[config.mk]
export PLATFORM = sky130hd
export DESIGN_NAME = tcs_sensor
export DESIGN_NICKNAME = d
export VERILOG_FILES = /design/src/hw/tcs_sensor.v /design/src/hw/tcs_conv.v
export VERILOG_INCLUDE_DIRS = /design/src /design/src/common
export SDC_FILE = /design/constraint.sdc
export NUM_CORES = 1
export LEC_CHECK = 0
export BUFFER_PORTS_ARGS = -buffer_cell sky130_fd_sc_hd__buf_2
export CAP_MARGIN = 20
export CORE_UTILIZATION = 34
export CTS_CLUSTER_DIAMETER = 100
export DETAILED_ROUTE_END_ITERATION = 8
export PLACE_DENSITY = 0.62
export SLEW_MARGIN = 5
export SYNTH_ARGS = -nofsm -noshare
export SYNTH_HDL_FRONTEND = slang
export SYNTH_SLANG_ARGS = --single-unit
[constraint.sdc]
create_clock -name sys_clk -period 6.9 [get_ports sys_clk]
set_input_delay 1.035 -clock sys_clk [delete_from_list [all_inputs] [get_ports sys_clk]]
set_output_delay 1.035 -clock sys_clk [all_outputs]
set_load 0.005 [all_outputs]
[src/common/tcs_consts.vh]
`ifndef TCS_CONSTS_VH
`define TCS_CONSTS_VH

// ----------------------------------------------------------------
// Commands
// ----------------------------------------------------------------
`define TCS_CMD_CONVERT      8'h44

// ----------------------------------------------------------------
// Scratchpad byte offsets
// ----------------------------------------------------------------
`define TCS_SP_TEMP_LSB      4'h0
`define TCS_SP_TEMP_MSB      4'h1
`define TCS_SP_UPPER         4'h2
`define TCS_SP_LOWER         4'h3
`define TCS_SP_RSVD0         4'h4
`define TCS_SP_RSVD1         4'h5
`define TCS_SP_REMAIN        4'h6
`define TCS_SP_PER_DEG       4'h7

// ----------------------------------------------------------------
// Field positions and widths
// ----------------------------------------------------------------
`define TCS_RES_W            9
`define TCS_RES_SIGN         8
`define TCS_RAW_W            12
`define TCS_FRAC_BITS        4

// ----------------------------------------------------------------
// Reset and fixed values
// ----------------------------------------------------------------
`define TCS_TEMP_RESET       16'h00AA
`define TCS_REMAIN_RESET     8'h0C
`define TCS_PER_DEG          8'h10
`define TCS_REMAIN_BASE      8'h0C
`define TCS_RSVD_VALUE       8'hFF
`define TCS_UNMAPPED_VALUE   8'h00
`define TCS_ROUND_OFFSET     12'h004

// ----------------------------------------------------------------
// Timing
// ----------------------------------------------------------------
`define TCS_CLK_KHZ          10000
`define TCS_CONV_MAX_MS      750
`define TCS_CONV_CYCLES      (`TCS_CONV_MAX_MS * `TCS_CLK_KHZ)
`define TCS_CNT_W            23

`endif

[src/hw/tcs_sensor.v]
`timescale 1ns/10ps
`default_nettype none
`include "tcs_consts.vh"

// Contract
// RL1: Each measurement has 9-bit resolution, one step is half a degree.
// RL2: After power-up stay idle, no conversion until commanded.
// RL3: Command 44h starts a temperature conversion.
// RL4: Finished conversion writes two-byte temperature register, then idle.
// RL5: Conversion completes within 750 ms after start.
// RL6: Externally powered: read slots answer 0 while busy, 1 when done; code answers 1 while busy if another command followed the convert.
// RL7: Parasite power: master holds strong pullup, no completion polling.
// RL8: Temperature stored as 16-bit sign-extended two's complement.
// RL9: Sign-extension bits are 0 when positive, 1 when negative.
// RL10: Counts-per-degree register always reads sixteen.
// RL11: Master truncates half-degree bit 0 for extended resolution.
// RL12: Master computes reading minus 0.25 plus count fraction.
// RL13: One-byte upper and lower alarm bytes, kept nonvolatile.
// RL14: Fixed 64-bit identification code held in read-only storage.
// RL15: Data line only driven low, otherwise released.
// RL16: Temperature register holds +85 degrees after power-on.
// RL17: Master enables strong pullup within 10 us of convert command.
// RL18: Residual count updated with every conversion result.
module tcs_sensor #(
  parameter         CONV_CYCLES = `TCS_CONV_CYCLES,
  // Arbitrary identification value
  parameter [63:0]  ID_CODE     = 64'h5A00_0000_0000_01A5
) (
  input  wire                     sys_clk,
  input  wire                     rst,
  input  wire                     cmd_valid,
  input  wire [7:0]               cmd_byte,
  input  wire                     read_slot,
  input  wire                     ext_powered,
  input  wire [`TCS_RAW_W-1:0]    sense_raw,
  input  wire [3:0]               sp_addr,
  input  wire                     sp_rd,
  input  wire                     sp_wr,
  input  wire [7:0]               sp_wdata,
  input  wire                     nv_store,
  input  wire [7:0]               nv_upper_in,
  input  wire [7:0]               nv_lower_in,
  output reg  [7:0]               sp_rdata,
  output reg                      sp_rvalid,
  output wire                     dq_out,
  output wire                     dq_oe,
  output wire                     conv_busy,
  output reg  [7:0]               nv_upper_out,
  output reg  [7:0]               nv_lower_out,
  output reg                      nv_write,
  output wire [63:0]              id_code
);

  // ----------------------------------------------------------------
  // States
  // ----------------------------------------------------------------
  localparam [1:0] ST_IDLE = 2'b01;
  localparam [1:0] ST_CONV = 2'b10;

  reg  [1:0]              state_reg;
  reg  [1:0]              state_next;
  reg  [15:0]             temperature_result_reg;
  reg  [7:0]              upper_alarm_trigger_reg;
  reg  [7:0]              lower_alarm_trigger_reg;
  reg  [7:0]              remain_reg;
  reg                     poll_armed_reg;
  wire                    start_cmd;
  wire                    conv_start;
  wire                    core_busy;
  wire                    core_done;
  wire [`TCS_RES_W-1:0]   core_half;
  wire [7:0]              core_remain;

  // ----------------------------------------------------------------
  // Helpers
  // ----------------------------------------------------------------
  function [15:0] sign_extend;
    input [`TCS_RES_W-1:0] v;
    begin
      sign_extend = {{(16-`TCS_RES_W){v[`TCS_RES_SIGN]}}, v};
    end
  endfunction

  function is_alarm_byte;
    input [3:0] a;
    begin
      is_alarm_byte = (a == `TCS_SP_UPPER) || (a == `TCS_SP_LOWER);
    end
  endfunction

  // ----------------------------------------------------------------
  // Command decode
  // ----------------------------------------------------------------
  // RL3 convert command
  assign start_cmd  = cmd_valid && (cmd_byte == `TCS_CMD_CONVERT);
  assign conv_start = start_cmd && (state_reg == ST_IDLE) && !core_busy;

  tcs_conv #(
    .CONV_CYCLES (CONV_CYCLES)
  ) u_conv (
    .sys_clk   (sys_clk),
    .rst       (rst),
    .start     (conv_start),
    .sense_raw (sense_raw),
    .busy      (core_busy),
    .done      (core_done),
    .half_deg  (core_half),
    .remain    (core_remain)
  );

  // ----------------------------------------------------------------
  // Conversion state machine
  // ----------------------------------------------------------------
  always @* begin
    state_next = state_reg;
    case (state_reg)
      ST_IDLE: begin
        // RL2 idle until commanded
        if (conv_start) begin
          state_next = ST_CONV;
        end
      end
      ST_CONV: begin
        // RL4 back to idle
        if (core_done) begin
          state_next = ST_IDLE;
        end
      end
      default: begin
        state_next = ST_IDLE;
      end
    endcase
  end

  always @(posedge sys_clk) begin
    if (rst) begin
      state_reg <= ST_IDLE;
    end else begin
      state_reg <= state_next;
    end
  end

  assign conv_busy = (state_reg == ST_CONV);

  // ----------------------------------------------------------------
  // Result registers
  // ----------------------------------------------------------------
  always @(posedge sys_clk) begin
    if (rst) begin
      // RL16 power-on value
      temperature_result_reg <= `TCS_TEMP_RESET;
      remain_reg             <= `TCS_REMAIN_RESET;
    end else if (core_done && state_reg == ST_CONV) begin
      // RL8 sign-extended result
      // RL9 sign bits follow sign
      temperature_result_reg <= sign_extend(core_half);
      // RL18 residual update
      remain_reg             <= core_remain;
    end
  end

  // ----------------------------------------------------------------
  // Alarm bytes and nonvolatile copy
  // ----------------------------------------------------------------
  always @(posedge sys_clk) begin
    if (rst) begin
      // RL13 reload from storage
      upper_alarm_trigger_reg <= nv_upper_in;
      lower_alarm_trigger_reg <= nv_lower_in;
    end else if (sp_wr && is_alarm_byte(sp_addr)) begin
      if (sp_addr == `TCS_SP_UPPER) begin
        upper_alarm_trigger_reg <= sp_wdata;
      end else begin
        lower_alarm_trigger_reg <= sp_wdata;
      end
    end
  end

  always @(posedge sys_clk) begin
    if (rst) begin
      nv_upper_out <= 8'h00;
      nv_lower_out <= 8'h00;
      nv_write     <= 1'b0;
    end else begin
      // RL13 keep across power loss
      nv_write <= nv_store;
      if (nv_store) begin
        nv_upper_out <= upper_alarm_trigger_reg;
        nv_lower_out <= lower_alarm_trigger_reg;
      end
    end
  end

  // ----------------------------------------------------------------
  // Scratchpad read port
  // ----------------------------------------------------------------
  always @(posedge sys_clk) begin
    if (rst) begin
      sp_rdata  <= 8'h00;
      sp_rvalid <= 1'b0;
    end else begin
      sp_rvalid <= sp_rd;
      if (sp_rd) begin
        case (sp_addr)
          `TCS_SP_TEMP_LSB: sp_rdata <= temperature_result_reg[7:0];
          `TCS_SP_TEMP_MSB: sp_rdata <= temperature_result_reg[15:8];
          `TCS_SP_UPPER:    sp_rdata <= upper_alarm_trigger_reg;
          `TCS_SP_LOWER:    sp_rdata <= lower_alarm_trigger_reg;
          `TCS_SP_RSVD0:    sp_rdata <= `TCS_RSVD_VALUE;
          `TCS_SP_RSVD1:    sp_rdata <= `TCS_RSVD_VALUE;
          `TCS_SP_REMAIN:   sp_rdata <= remain_reg;
          // RL10 fixed sixteen
          `TCS_SP_PER_DEG:  sp_rdata <= `TCS_PER_DEG;
          default:          sp_rdata <= `TCS_UNMAPPED_VALUE;
        endcase
      end
    end
  end

  // ----------------------------------------------------------------
  // Completion polling on read slots
  // ----------------------------------------------------------------
  always @(posedge sys_clk) begin
    if (rst) begin
      poll_armed_reg <= 1'b0;
    end else if (start_cmd) begin
      poll_armed_reg <= 1'b1;
    end else if (cmd_valid) begin
      poll_armed_reg <= 1'b0;
    end
  end

  // RL15 drive low only
  assign dq_out = 1'b0;
  // RL6 zero while busy, only if no other command followed the convert
  // RL7 no polling on parasite power
  assign dq_oe  = read_slot && poll_armed_reg && ext_powered && conv_busy;

  // RL14 read-only code
  assign id_code = ID_CODE;

endmodule // tcs_sensor

`default_nettype wire

[src/hw/tcs_conv.v]
`timescale 1ns/10ps
`default_nettype none
`include "tcs_consts.vh"

module tcs_conv #(
  parameter CONV_CYCLES = `TCS_CONV_CYCLES
) (
  input  wire                     sys_clk,
  input  wire                     rst,
  input  wire                     start,
  input  wire [`TCS_RAW_W-1:0]    sense_raw,
  output reg                      busy,
  output reg                      done,
  output reg  [`TCS_RES_W-1:0]    half_deg,
  output reg  [7:0]               remain
);

  // State register adds one cycle, so the counter stops two short
  localparam [31:0]           LAST_FULL = CONV_CYCLES - 2;
  localparam [`TCS_CNT_W-1:0] LAST      = LAST_FULL[`TCS_CNT_W-1:0];

  reg  [`TCS_CNT_W-1:0] cnt_reg;
  wire [`TCS_RAW_W-1:0] shifted;
  wire [7:0]            frac_off;
  wire [`TCS_RAW_W-1:0] remain_full;

  // ----------------------------------------------------------------
  // Rounding toward nearest half degree
  // ----------------------------------------------------------------
  assign shifted  = sense_raw + `TCS_ROUND_OFFSET;
  assign frac_off    = {{4{1'b0}}, shifted[`TCS_FRAC_BITS-1:0]};
  assign remain_full = `TCS_REMAIN_BASE + `TCS_ROUND_OFFSET - frac_off;

  always @(posedge sys_clk) begin
    if (rst) begin
      cnt_reg  <= {`TCS_CNT_W{1'b0}};
      busy     <= 1'b0;
      done     <= 1'b0;
      half_deg <= {`TCS_RES_W{1'b0}};
      remain   <= 8'h00;
    end else begin
      done <= 1'b0;
      if (start && !busy) begin
        busy    <= 1'b1;
        cnt_reg <= {`TCS_CNT_W{1'b0}};
      end else if (busy) begin
        // RL5 bounded conversion time
        if (cnt_reg == LAST) begin
          busy     <= 1'b0;
          done     <= 1'b1;
          // RL1 half degree step
          half_deg <= shifted[`TCS_RAW_W-1:`TCS_FRAC_BITS-1];
          // RL18 residual matches result
          remain   <= remain_full[7:0];
        end else begin
          cnt_reg <= cnt_reg + 1'b1;
        end
      end
    end
  end

endmodule // tcs_conv

`default_nettype wire

==> flow_summary.json <==
{
  "die_w_um": 121.6,
  "initial_core_util": 0.3490,
  "fin_skew_ns": 0.007287,
  "slowest_delay_ns": 0.89,
  "viasPerCell": 4.578,
  "leakagePower_nw": 2.298,
  "final_cells": 804,
  "drc": 0,
  "diodes": 0,
  "syn_to_final_growth_pct": 12.22,
  "p_int_w": 0.0009371,
  "cts_num_sinks": 98,
  "worstMarginPinSlew_ns": 1.084,
  "relSlewSlack": 0.2750,
  "synth_top_area_frac": 0.3375,
  "nets": 679,
  "start_kind": "register",
  "cp_max_fo": 24,
  "grt_antenna_before_repair": 0,
  "root_buffer": "clkbuf_16",
  "status": "completed",
  "fin_crit_ns": 2.919,
  "cts_buffer_depth": 2,
  "path_cells": "ha_1 -> or4bb_1 -> or4_4 -> nor3_4 -> mux2i_1 -> nor2_1",
  "setup_tns_ns": 0,
  "pwr-share-seq": 0.505,
  "first_pass_iters": 4,
  "largest_reg_flops": 23,
  "synth_flop_cell": "dfxtp_1",
  "post-place-ws_ns": 3.739,
  "rr_worst_depth": 6,
  "pin_count": 149,
  "cts_buffers": 9,
  "synthArstFlopShare": 0,
  "r2r_end": "u_conv.remain[3]$_SDFFE_PP0P_",
  "multi_input_area_mm2": 0.002346,
  "power.share.clock": 0.408,
  "yosysTopAreaCell": "dfxtp_1",
  "r2r-start": "u_conv.cnt_reg[1]$_SDFFE_PP0P_",
  "antenna_left": 0,
  "drive_gt1_frac": 0.1987,
  "setup_violations": 0,
  "drv_cap": 0,
  "combinationalPowerShare": 0.087,
  "yosysSeqAreaShare": 0.4363,
  "avgSynthCellArea_um2": 8.859,
  "cts_tree": "yes",
  "hold_violations": 0,
  "fp.dieArea_mm2": 0.01479,
  "cts_max_level": 3,
  "rows": 43,
  "grt_first_pass_wirelength_um": 16190,
  "die_height_um": 121.6,
  "max_freq_ghz": 0.3426,
  "synth.distinct_cells": 51,
  "final.period_utilization": 0.4230,
  "place_congestion": 0.8052,
  "critPathRequiredTime_ns": 7.12,
  "vias": 3681,
  "final_max_slew_viol_count": 0,
  "arrival_ns": 3.14,
  "synthTopCellsByArea": "dfxtp_1, buf_4, edfxtp_1, nand2_1, mux2i_1",
  "setup_ws_ns": 3.981,
  "dr.first_iter.drc_count": 193,
  "post_cts_buffers": 0,
  "swShare": 0.2316,
  "hold_path_end": "temperature_result_reg[6]$_SDFFE_PP0P_",
  "synth_edf_count": 16,
  "min_path_cells": 2,
  "endpoint_kind": "register",
  "net-switching-power_w": 0.0002824,
  "post_cts_hold_buffer_count": 0,
  "worstSetupPathType": "reg2reg",
  "insertion_delay_ns": 0.34,
  "max-vdd-ir-drop_mv": 0.1138,
  "core_mm2": 0.01393,
  "overflow": 0,
  "cts_resized": 0,
  "wirelength_um": 9988,
  "wl_per_cell_um": 12.42,
  "p_per_area_mw_per_mm2": 223.4,
  "gr-usage-all-layers": 0.1394,
  "detailed_place_hpwl_um": 7528,
  "reg2reg_setup_slack_ns": 3.98,
  "rsz0062_at_grt": "no",
  "hp-class": "reg2reg",
  "crit_slowest_cell": "nor3_4",
  "clk_pin_slew_ns": 0.07,
  "fillCellCount": 1412,
  "syn_area_mm2": 0.004863,
  "placed_cells": 788,
  "syn_inst": 549,
  "ys_warn_count": 0,
  "numPortBuffers": 83,
  "grt_start_max_net_pins": 50,
  "regArea_mm2": 0.002122,
  "synth_seq_cells": 98,
  "hp-start": "u_conv.half_deg[6]$_SDFFE_PP0P_",
  "grt_pass1_vias": 3375
}
[per-layer routing]
layer  vias up  track usage  wire length, µm  part of all wire
met3        10      0.03933              418             0.042
met4         0      0.03009               81            0.0081
li1       1874            -                -                 -
met1      1720       0.1692             4400              0.44
met2        77       0.2436             5087              0.51
met5         -            0                0                 0
[cells in the mapped netlist, types with 3 or more instances]
| cell | count |
|---|---|
| mux2_2 | 5 |
| inv_1 | 10 |
| nand2_1 | 79 |
| a22o_1 | 4 |
| nand2b_1 | 11 |
| a211oi_2 | 9 |
| buf_1 | 3 |
| or4_1 | 3 |
| nand4_1 | 10 |
| nor2_1 | 64 |
| or2_2 | 3 |
| ha_1 | 4 |
| xor2_1 | 15 |
| xnor2_1 | 7 |
| a221oi_1 | 4 |
| a211oi_1 | 5 |
| nor3_1 | 9 |
| nor4_1 | 4 |
| nand3_1 | 14 |
| clkbuf_1 | 18 |
| a21oi_1 | 24 |
| o21ai_0 | 11 |
| dfxtp_1 | 82 |
| mux2i_1 | 24 |
| nand3b_1 | 6 |
| nor2b_1 | 3 |
| or3_1 | 9 |
| buf_4 | 65 |
| edfxtp_1 | 16 |
[final cells by class]
cell class / instances / share of cell area
Clock buffer: 11 / 0.04448
Clock inverter: 5 / 0.009858
Inverter: 10 / 0.006878
Multi-Input combinational cell: 415 / 0.4298
Sequential cell: 98 / 0.3888
Tap cell: 180 / 0.04127
Timing Repair Buffer: 85 / 0.07886
[power groups by stage]
stage,sequential (W),combinational [W],clock [W]
floorplan,0.000625,0.0000903,0
global placement,0.000629,0.000104,0
detailed placement,0.000629,0.000105,0
CTS,0.000616,0.000106,0.000510
global route,0.000618,0.000120,0.000534
finish,0.000616,0.000106,0.000498
[cell usage in the layout, fill, tap and decap left out, types with 2 or more instances in the layout]
master	instances
buf_2	83
dfxtp_1	82
nand2_1	79
conb_1	65
nor2_1	64
a21oi_1	24
mux2i_1	24
edfxtp_1	16
xor2_1	15
nand3_1	14
nand2b_1	11
o21ai_0	11
inv_1	10
nand4_1	10
or3_1	9
a211oi_2	9
nor3_1	9
clkbuf_16	9
xnor2_1	7
nand3b_1	6
a211oi_1	5
mux2_2	5
nor4_1	4
a22o_1	4
a221oi_1	4
ha_1	4
nor2b_1	3
or2_2	3
or4_1	3
clkinv_2	3
and2_1	2
or4b_2	2
o211ai_1	2
and3_1	2
buf_4	2
[worst max-delay path by stage]
| stage | depth (start not counted) | slack (ns) | endpoint | start |
|---|---|---|---|---|
| floorplan | 6 | 3.98 | u_conv.cnt_reg[7]$_SDFFE_PP0P_ | cmd_byte[5] |
| global placement | 6 | 3.80 | u_conv.cnt_reg[2]$_SDFFE_PP0P_ | cmd_byte[5] |
| detailed placement | 6 | 3.74 | u_conv.cnt_reg[2]$_SDFFE_PP0P_ | cmd_byte[5] |
| CTS | 6 | 3.97 | u_conv.half_deg[7]$_SDFFE_PP0P_ | u_conv.cnt_reg[1]$_SDFFE_PP0P_ |
| global route | 7 | 3.79 | u_conv.half_deg[7]$_SDFFE_PP0P_ | u_conv.cnt_reg[0]$_SDFFE_PP0P_ |
| finish | 6 | 3.98 | u_conv.remain[3]$_SDFFE_PP0P_ | u_conv.cnt_reg[1]$_SDFFE_PP0P_ |
[stage by stage]
stage	util	total power, W	hold WS [ns]	cell area [µm²]
5_1_grt	0.3917	0.001271	0.4636	5458
3_3_place_gp	0.3704	0.0007327	0.4429	5161
6_report	0.3917	0.001220	0.4504	5458
2_1_floorplan	-	0.0007149	0.4312	5100
4_1_cts	0.3917	0.001232	0.4529	5458
3_5_place_dp	0.3704	0.0007346	0.4490	5161
[cells by family (layout without fill, tap and decap cells)]
kind of cell / Yosys count / count (layout) / synth area share
xor gates and xnor gates: 22 / 22 / 0.03962
adders and majority gates: 4 / 4 / 0.01029
buffers and inverters: 99 / 111 / 0.1299
other: 2 / 65 / 0.001544
muxes: 29 / 29 / 0.06097
AOI/OAI and AO/OA: 64 / 64 / 0.09313
DFF: 98 / 98 / 0.4363
and+or+nand+nor: 231 / 231 / 0.2282
[worst max-delay path, delay by kind of cell, from the launching register on]
family / cells / cell delay [ns]
adder cells (fa/ha/maj): 1 / 0.17
AND/OR/NAND/NOR: 4 / 1.95
multiplexers: 1 / 0.28
flip-flops: 1 / 0.40
Note: power is estimated with default switching activity, not from simulation.
